`config.mk`:
```
export PLATFORM = sky130hd
export DESIGN_NAME = dpm_pin_mux
export DESIGN_NICKNAME = d
export VERILOG_FILES = /design/src/dpm_pkg.sv /design/src/dpm_pin_cell.sv /design/src/dpm_pin_mux.sv
export SDC_FILE = /design/constraint.sdc
export NUM_CORES = 1
export LEC_CHECK = 0
export BUFFER_PORTS_ARGS = -buffer_cell sky130_fd_sc_hd__buf_2
export CAP_MARGIN = 30
export CORE_MARGIN = 2
export CORE_UTILIZATION = 30
export CTS_CLUSTER_DIAMETER = 50
export CTS_CLUSTER_SIZE = 10
export DETAILED_ROUTE_END_ITERATION = 7
export PLACE_DENSITY = 0.55
export SETUP_SLACK_MARGIN = 0.05
export SLEW_MARGIN = 40
export SYNTH_ARGS = -nofsm -noshare
export SYNTH_HDL_FRONTEND = slang
export SYNTH_SLANG_ARGS = --single-unit
```
`constraint.sdc`:
```
create_clock -name sys_clk -period 1.4 [get_ports sys_clk]
set_clock_uncertainty 0.1 [all_clocks]
set_input_delay 0.14 -clock sys_clk [delete_from_list [all_inputs] [get_ports sys_clk]]
set_output_delay 0.14 -clock sys_clk [all_outputs]
set_load 0.02 [all_outputs]
```
`src/dpm_pkg.sv`:
```
// Package for the digital pin function multiplexer: selections, defaults and counts.
package dpm_pkg;
   localparam int NUM_PINS = 14;
   localparam int DRIVE_MA_STEP = 4;

   // Function kinds a pin can take; the selector does not use these codes.
   typedef enum logic [2:0] {
      DPM_FN_GPIO    = 3'b000,
      DPM_FN_SPECIAL = 3'b001,
      DPM_FN_ALT     = 3'b010,
      DPM_FN_BUS     = 3'b011
   } dpm_kind_e;

   // Pin 0 selection.
   localparam logic [1:0] P0_TX_ACTIVE = 2'h0;
   localparam logic [1:0] P0_TRANSMIT_LED    = 2'h1;
   localparam logic [1:0] P0_GPIO      = 2'h2;
   // Pin 7 selection.
   localparam logic [1:0] P7_SUSP_LOW  = 2'h0;
   localparam logic [1:0] P7_SUSP_HIGH = 2'h1;
   localparam logic [1:0] P7_PWREN_LOW = 2'h2;
   localparam logic [1:0] P7_GPIO      = 2'h3;
   // Pin 12 selection.
   localparam logic [1:0] P12_CHG_DET   = 2'h0;
   localparam logic [1:0] P12_RECEIVE_LED    = 2'h1;
   localparam logic [1:0] P12_PWREN_LOW = 2'h2;
   localparam logic [1:0] P12_GPIO      = 2'h3;

   // Interface configuration: bit pattern with only the I2C interface enabled.
   localparam logic [1:0] CFG_I2C_ONLY = 2'h1;

   // Reset values of pin outputs, directions, selections and drive strength.
   localparam logic [13:0] GPIO_OUT_RST = 14'h0000;
   localparam logic [13:0] GPIO_OE_RST  = 14'h0000;
   localparam logic [1:0]  SEL_RST      = 2'h3;
   localparam logic [1:0]  DRIVE_RST    = 2'h0;
endpackage

```
`src/dpm_pin_cell.sv`:
```
// One digital pin: glitch-free registered output and enable from a chosen source.
`timescale 1ns/1ps
module dpm_pin_cell (
   // Clock and reset
   input  wire logic sys_clk,
   input  wire logic arst_n,
   // Function sources
   input  wire logic func_out,
   input  wire logic func_oe,
   // Pad
   output logic      pad_out,
   output logic      pad_oe
);
   import dpm_pkg::*;

   // Registering the mux result removes decode hazards when the selection changes.
   always_ff @(posedge sys_clk or negedge arst_n) begin
      if (!arst_n) begin
         pad_out <= 1'b0;
         pad_oe  <= 1'b0;
      end else begin
         pad_out <= func_out;
         pad_oe  <= func_oe;
      end
   end
endmodule

```
`src/dpm_pin_mux.sv`:
```
// Function multiplexer for fourteen digital pins.
`timescale 1ns/1ps
// Contract
// Fourteen pins, each bus or general function.
// Pin 0 shows transmitter active while sending.
// Pins 1,2,9,10,11,13 default general functions.
// Pins 3,4 general only when UART disabled.
// Pins 5,6 general only without I2C, EEPROM.
// Pin 7 suspend low/high, power low, general.
// Pin 8 wakeup input or general.
// Pin 12 charger, receive LED, power, general.
// Charger indicator active on dedicated charger.
// Stored selections load at power-up first.
// Drive strength four settings, 4 to 16 mA.
// Host reads and drives general pins.
// Power-on or external low reset clears all.
// UART on: pin 3 receive, pin 4 transmit.
// Pins 5,6 default to I2C clock, data.
// Host change overrides default, no glitch.
module dpm_pin_mux (
   // Clock and reset
   input  wire logic                    sys_clk,
   input  wire logic                    arst_n,
   // Stored parameters and straps
   input  wire logic                    param_valid,
   input  wire logic [1:0]              param_sel_pin0,
   input  wire logic [1:0]              param_sel_pin7,
   input  wire logic [1:0]              param_sel_pin12,
   input  wire logic [1:0]              param_drive,
   input  wire logic                    eeprom_present,
   input  wire logic                    interface_config_bit0,
   input  wire logic                    interface_config_bit1,
   // Host requests over the control pipe
   input  wire logic                    host_sel_wr,
   input  wire logic [3:0]              host_sel_pin,
   input  wire logic [1:0]              host_sel_val,
   input  wire logic                    host_i2c_gpio,
   input  wire logic                    host_gpio_wr,
   input  wire logic [dpm_pkg::NUM_PINS-1:0] host_gpio_out,
   input  wire logic [dpm_pkg::NUM_PINS-1:0] host_gpio_oe,
   output logic [dpm_pkg::NUM_PINS-1:0] host_gpio_in,
   // Function engine signals
   input  wire logic                    uart_tx_busy,
   input  wire logic                    uart_txd,
   output logic                         uart_rxd,
   input  wire logic                    i2c_scl_oe,
   input  wire logic                    i2c_sda_oe,
   output logic                         i2c_scl_in,
   output logic                         i2c_sda_in,
   input  wire logic                    tx_activity,
   input  wire logic                    rx_activity,
   input  wire logic                    usb_suspended,
   input  wire logic                    charger_dedicated,
   output logic                         remote_wakeup,
   // Status
   output logic                         config_ready,
   output logic [4:0]                   drive_ma,
   // Pads
   input  wire logic [dpm_pkg::NUM_PINS-1:0] pad_in,
   output logic [dpm_pkg::NUM_PINS-1:0] pad_out,
   output logic [dpm_pkg::NUM_PINS-1:0] pad_oe
);
   import dpm_pkg::*;

   logic [1:0]          sel_pin0;
   logic [1:0]          sel_pin7;
   logic [1:0]          sel_pin12;
   logic                i2c_as_gpio;
   logic [1:0]          drive;
   logic [NUM_PINS-1:0] gpio_out;
   logic [NUM_PINS-1:0] gpio_oe;
   logic [NUM_PINS-1:0] func_out;
   logic [NUM_PINS-1:0] func_oe;
   logic                uart_on;
   logic                i2c_if_on;

   // Configuration 2'b01 is the only one without the UART interface.
   assign uart_on   = {interface_config_bit1, interface_config_bit0} != CFG_I2C_ONLY;
   assign i2c_if_on = {interface_config_bit1, interface_config_bit0} != 2'h2;

   // Parameters are taken once after reset; nothing drives until they are in.
   always_ff @(posedge sys_clk or negedge arst_n) begin
      if (!arst_n) begin
         config_ready <= 1'b0;
      end else if (param_valid) begin
         config_ready <= 1'b1;
      end
   end

   // Selections: loaded defaults, then host overrides that stay until reset.
   always_ff @(posedge sys_clk or negedge arst_n) begin
      if (!arst_n) begin
         sel_pin0  <= P0_GPIO;
         sel_pin7  <= SEL_RST;
         sel_pin12 <= SEL_RST;
         drive     <= DRIVE_RST;
      end else if (!config_ready) begin
         if (param_valid) begin
            sel_pin0  <= param_sel_pin0;
            sel_pin7  <= param_sel_pin7;
            sel_pin12 <= param_sel_pin12;
            drive     <= param_drive;
         end
      end else if (host_sel_wr) begin
         unique case (host_sel_pin)
            4'h0:    sel_pin0  <= host_sel_val;
            4'h7:    sel_pin7  <= host_sel_val;
            4'hC:    sel_pin12 <= host_sel_val;
            default: sel_pin0  <= sel_pin0;
         endcase
      end
   end

   // Pins 5 and 6 leave the I2C bus only when allowed.
   always_ff @(posedge sys_clk or negedge arst_n) begin
      if (!arst_n) begin
         i2c_as_gpio <= 1'b0;
      end else if (config_ready && host_sel_wr && host_sel_pin == 4'h5) begin
         i2c_as_gpio <= host_i2c_gpio && !i2c_if_on && !eeprom_present;
      end
   end

   always_ff @(posedge sys_clk or negedge arst_n) begin
      if (!arst_n) begin
         gpio_out <= GPIO_OUT_RST;
         gpio_oe  <= GPIO_OE_RST;
      end else if (host_gpio_wr) begin
         gpio_out <= host_gpio_out;
         gpio_oe  <= host_gpio_oe;
      end
   end

   assign drive_ma = 5'(DRIVE_MA_STEP) * ({3'h0, drive} + 5'h01);

   always_comb begin
      func_out = gpio_out;
      func_oe  = gpio_oe & {NUM_PINS{config_ready}};
      unique case (sel_pin0)
         P0_TX_ACTIVE: begin
            func_out[0] = uart_tx_busy;
            func_oe[0]  = config_ready;
         end
         P0_TRANSMIT_LED: begin
            func_out[0] = !tx_activity;
            func_oe[0]  = config_ready;
         end
         default: ;
      endcase
      if (uart_on) begin
         func_out[3] = 1'b0;
         func_oe[3]  = 1'b0;
         func_out[4] = uart_txd;
         func_oe[4]  = config_ready;
      end
      if (!i2c_as_gpio) begin
         // The bus engine may hold its enables before parameters load; keep the pads quiet.
         func_out[5] = 1'b0;
         func_oe[5]  = i2c_scl_oe & config_ready;
         func_out[6] = 1'b0;
         func_oe[6]  = i2c_sda_oe & config_ready;
      end
      unique case (sel_pin7)
         P7_SUSP_LOW:  begin func_out[7] = !usb_suspended; func_oe[7] = config_ready; end
         P7_SUSP_HIGH: begin func_out[7] = usb_suspended;  func_oe[7] = config_ready; end
         P7_PWREN_LOW: begin func_out[7] = usb_suspended;  func_oe[7] = config_ready; end
         P7_GPIO:      ;
      endcase
      if (sel_pin7 != P7_GPIO && !config_ready) begin
         func_oe[7] = 1'b0;
      end
      unique case (sel_pin12)
         P12_CHG_DET:   begin func_out[12] = charger_dedicated; func_oe[12] = config_ready; end
         P12_RECEIVE_LED:    begin func_out[12] = !rx_activity;      func_oe[12] = config_ready; end
         P12_PWREN_LOW: begin func_out[12] = usb_suspended;     func_oe[12] = config_ready; end
         P12_GPIO:      ;
      endcase
      // Pin 8 with the wakeup role is input only; the general role keeps host control.
      if (!gpio_oe[8]) begin
         func_out[8] = 1'b0;
      end
   end

   genvar gi;
   generate
      for (gi = 0; gi < NUM_PINS; gi++) begin : g_pin
         dpm_pin_cell u_cell (
            .sys_clk  (sys_clk),
            .arst_n   (arst_n),
            .func_out (func_out[gi]),
            .func_oe  (func_oe[gi]),
            .pad_out  (pad_out[gi]),
            .pad_oe   (pad_oe[gi])
         );
      end
   endgenerate

   always_ff @(posedge sys_clk or negedge arst_n) begin
      if (!arst_n) begin
         host_gpio_in  <= GPIO_OUT_RST;
         uart_rxd      <= 1'b1;
         i2c_scl_in    <= 1'b1;
         i2c_sda_in    <= 1'b1;
         remote_wakeup <= 1'b0;
      end else begin
         host_gpio_in  <= pad_in;
         uart_rxd      <= uart_on ? pad_in[3] : 1'b1;
         i2c_scl_in    <= i2c_as_gpio ? 1'b1 : pad_in[5];
         i2c_sda_in    <= i2c_as_gpio ? 1'b1 : pad_in[6];
         remote_wakeup <= !gpio_oe[8] && !pad_in[8] && config_ready;
      end
   end

   AST_TXACT: assert property (@(posedge sys_clk) disable iff (!arst_n)
      (config_ready && sel_pin0 == P0_TX_ACTIVE) |=> pad_out[0] == $past(uart_tx_busy))
      else $error("pin 0 does not follow transmitter activity");
   AST_CHG: assert property (@(posedge sys_clk) disable iff (!arst_n)
      (config_ready && sel_pin12 == P12_CHG_DET) |=> pad_oe[12] && pad_out[12] == $past(charger_dedicated))
      else $error("charger indicator wrong");
   AST_UART: assert property (@(posedge sys_clk) disable iff (!arst_n)
      (config_ready && uart_on) |=> !pad_oe[3] && pad_out[4] == $past(uart_txd))
      else $error("uart pins wrong");
   AST_I2C: assert property (@(posedge sys_clk) disable iff (!arst_n)
      (i2c_if_on || eeprom_present) |-> !i2c_as_gpio || $stable(i2c_as_gpio))
      else $error("i2c pins released while in use");
   AST_NODRV: assert property (@(posedge sys_clk) disable iff (!arst_n)
      !config_ready |=> pad_oe == 14'h0000)
      else $error("pin driven before parameters load");
   AST_GPIO: assert property (@(posedge sys_clk) disable iff (!arst_n)
      (config_ready && host_gpio_wr) |=> ##1 pad_out[13] == $past(host_gpio_out[13], 2))
      else $error("general pin not applied");
   AST_DRIVE: assert property (@(posedge sys_clk) disable iff (!arst_n)
      drive_ma >= 5'h04 && drive_ma <= 5'h10)
      else $error("drive strength out of range");
   AST_DRVLOAD: assert property (@(posedge sys_clk) disable iff (!arst_n)
      $rose(config_ready) |-> drive_ma == {1'b0, $past(param_drive), 2'b00} + 5'h04)
      else $error("drive strength not loaded");
   AST_SUSP: assert property (@(posedge sys_clk) disable iff (!arst_n)
      (config_ready && sel_pin7 == P7_SUSP_LOW) |=> pad_out[7] == !$past(usb_suspended))
      else $error("suspend indicator wrong");
endmodule

```
==> metrics.md <==
| Metric | Value |
|---|---|
| Outcome | finished, violations left |
| Violated checks | negative setup slack |
| Maximum vdd ir drop | ~0.52 mV |
| Height of the die | 108 µm |
| Largest area contributor in the netlist | sky130_fd_sc_hd__dfrtp_1 |
| Crit path largest cell delay | between 300 and 400 ps |
| Cell area reported after detailed placement | roughly 3900 µm² |
| Initial Utilization | 0.304 |
| Launching point of the worst reg2reg path | config_ready |
| Total number of placement rows | 38 |
| Arrival time worst endpoint | approximately 1200 ps |
| Depth of the worst register-to-register path | 3 |
| Antenna Cells | 0 |
| Top-count cell post-synth | sky130_fd_sc_hd__dfrtp_1 |
| Ports placed on the boundary | 125 |
| Share of synthesized registers carrying an async set or reset | 1.00 |
| Critical register-to-register path endpoint | i2c_as_gpio |
| Synthesized flop and latch total | 84 |
| Total routed wirelength | approximately 7.0 mm |
| Final Critical Period | approximately 1400 ps |
| Worst path cell trace | ha_1, buf_6 |
| Share of the synthesized area in the top cell type | 0.585 |
| PD cells | roughly 1200 nW/µm² |
| Start-to-end type of the worst setup path | register to output pin |
| Capturing element type of the critical path | output pin |
| Placeable core region | ~11,000 µm² |
| First-pass GRT wire length | about 11 mm |
| Fraction of final layout cells with drive strength greater than 1 | 0.485 |
| Number of violations of the max-capacitance limit | 0 |
| Cell at the slowest stage of the critical path | sky130_fd_sc_hd__dfrtp_1 |
| DR vias/cell | around 4.2 |
| Total routing usage reported by global routing | 0.125 |
| Worst hold path startpoint | usb_suspended |
| Startpoint class of the critical path | register |
| Cell family with most CP delay | flip-flops |
| Commonest register cell after synthesis | sky130_fd_sc_hd__dfrtp_1 |
| Top cells by area in the synthesized netlist | sky130_fd_sc_hd__dfrtp_1, sky130_fd_sc_hd__mux2_2, sky130_fd_sc_hd__buf_4 |
| Number of iterations in the first detailed-routing pass | 4 |
| Weighted congestion reported at the end of routability-driven placement | between 0.7 and 0.8 |
| Final period util | 1.01 |
| Number of instances in the synthesized netlist | between 200 and 250 |
| Highest achievable clock rate | 0.705 GHz |
| Num Clock Sinks | 84 |
| Type of the most critical hold path | primary input to register |
| Finished layout cell area | a little under 5000 µm² |
| Top post-synthesis cells by count | sky130_fd_sc_hd__dfrtp_1, sky130_fd_sc_hd__buf_4, sky130_fd_sc_hd__mux2_2, sky130_fd_sc_hd__nand2_1, sky130_fd_sc_hd__and2_1 |
| Critical path endpoint | drive_ma[3] |
| Critical path required time | between 1000 and 1500 ps |
| Synth Cell Area | 3250 µm² |
| Stages on worst setup path | 2 |
| Smallest setup slack after layout | -18.9 ps |
| Remaining number of nets flagged by the antenna check after routing | 0 |
| Number of setup violations in the final report | 1 |
| Routed wire length per instance | approximately 13 µm |
| Sum Neg Setup Slack | -18.9 ps |
| Final max-slew violation count | 0 |
| Via count of the first global-routing pass | between 2,000 and 2,500 |
| Number of buffer and inverter stages on the critical path | 1 |
| Highest net fanout along the worst path | 2 |
| Initial antenna violation count | 0 |
| Proportion of synthesized chip area in sequential cells | 0.649 |
| Routed vias | ~2,300 |
| Die ar. | roughly 12,000 µm² |
| TritonCTS clock tree | yes |
| Unrepaired setup endpoints after global routing | true |
| Final hold violation count | 0 |
| Global route total overflow | 0 |
| Total of warnings raised by yosys | 0 |
| # H-tree levels | 3 |
| Insertion delay to the later sink of the worst-skew pair | around 350 ps |
| Die width | 108 µm |
| Number of buffers inserted during clock tree synthesis | 9 |
| Count of flip-flops with a built-in enable after synthesis | 0 |
| Length of routed met3 wiring | roughly 460 µm |
| DPL Wire Length | ~4.6 mm |
| DRT iter0 DRCs | 59 |
| Area grow syn2layout | 48.3% |
| Launching element of the worst setup path | drive[0] |
| Met2 layer wire length in the routed design | approximately 3.4 mm |
| IO buf count | 122 |
| Maximum clock insertion buffer count | 2 |
| Count of unresolved DRC violations after routing | 0 |
| Pin count of the biggest net entering global routing | 85 |
| Yosys cell types | 29 |
| Metal1 wirelength | 3.06 mm |
| Clk pin slew, worst setup/hold paths | around 80 ps |
| Fin nets | 483 |
| Leakage dissipation | 0.00227 µW |
| CTS root buf | sky130_fd_sc_hd__clkbuf_8 |
| Syn Area/Cell | around 14 µm² |
| Reg2Reg Setup Slack | approximately 90 ps |
| Highest metal layer with signal wires | met4 |
[cell usage in the layout, fill, tap and decap left out, drive strengths merged]
cell and instances:
buf 137, dfrtp 76, dlygate4sd3 59, mux2 28
nand2 17, clkbuf 12, and2 11, inv 9
dfstp 8, or2 7, o221ai 6, o211ai 6
o21ai 6, mux2i 4, nor2b 4, a21boi 3
ha 3, bufinv 3, conb 2, nor3b 2
and3 1, o21a 1, nand2b 1, or4b 1
nand4b 1, nand4bb 1, nor4bb 1, mux4 1
clkinv 1
[worst min-delay path by stage]
stage                                          end  slack (ps)  cells after the start
after global routing      g_pin[12].u_cell.pad_out          30                      2
final                      g_pin[7].u_cell.pad_out          10                      3
after floorplan                       config_ready        -260                      0
after detailed placement           host_gpio_in[7]         120                      2
after global placement             host_gpio_in[7]         110                      2
after CTS                  g_pin[0].u_cell.pad_out           4                      4
[report_power, final]
part / total (µW) / switching (µW) / internal [µW]
Clock: 2120 / 838 / 1280
Sequential: 2800 / 105 / 2690
Combinational: 971 / 468 / 503
Total: 5890 / 1410 / 4480
[per-layer routing]
layer | vias to the layer above | GRT usage
li1 | 1102 | -
met1 | 1112 | 0.148
met2 | 77 | 0.208
met3 | 7 | 0.0404
met4 | 0 | 0.0549
met5 | - | 0
[stage by stage]
stage / hold WS (ps) / setup slack (ps) / power (µW) / instances / utilization
6_report: 14.6 / -18.9 / 5890 / 552 / 0.451
5_1_grt: 25.9 / -77.7 / 6200 / 552 / 0.451
4_1_cts: 4.23 / -43.5 / 5950 / 549 / 0.448
3_5_place_dp: 115 / -0.381 / 3660 / 472 / 0.366
3_3_place_gp: 110 / 41.0 / 3650 / 472 / 0.366
2_1_floorplan: -256 / -42.9 / 3410 / 237 / -
[area by class of cell]
class,count,area [µm²]
Multi-Input combinational cell,107,876
Inverter,9,33.8
Fill cell,987,5870
Clock inverter,4,95.1
Sequential cell,84,2110
Clock buffer,12,155
Tap cell,140,175
Timing Repair Buffer,196,1380
[what timing repair did]
item	CTS	global route
setup endpoints to repair	4	12
hold buffers	59	0
pin swaps	1	2
endpoints found under the hold margin	136	0
resized for setup	6	5
buffers inserted	2	3
[cells by family (layout without fill, tap and decap cells)]
kind of cell             count (synthesis)  in the layout  share of synthesized area
AO/OA/AOI/OAI                           22             22                     0.0485
adder cells (fa/ha/maj)                  3              3                     0.0115
other                                    1              2                    0.00115
buffers and inverters                   46            221                     0.0881
multiplexers                            33             33                      0.116
AND/OR/NAND/NOR                         47             47                     0.0854
flip-flops                              84             84                      0.649
[worst min-delay path: stages]
cell	delay, ps
sky130_fd_sc_hd__buf_2	100
sky130_fd_sc_hd__mux2i_1	70
sky130_fd_sc_hd__o21ai_1	120
[sequential cells by signal, summed over array words and instances, names as in the netlist]
signal	count
g_pin.u_cell.pad_out	14
g_pin.u_cell.pad_oe	14
i2c_scl_in	1
remote_wakeup	1
host_gpio_in	14
gpio_out	14
drive	2
i2c_sda_in	1
sel_pin12	2
config_ready	1
gpio_oe	14
sel_pin7	2
uart_rxd	1
sel_pin0	2
i2c_as_gpio	1
Note: power is estimated with default switching activity, not from simulation.
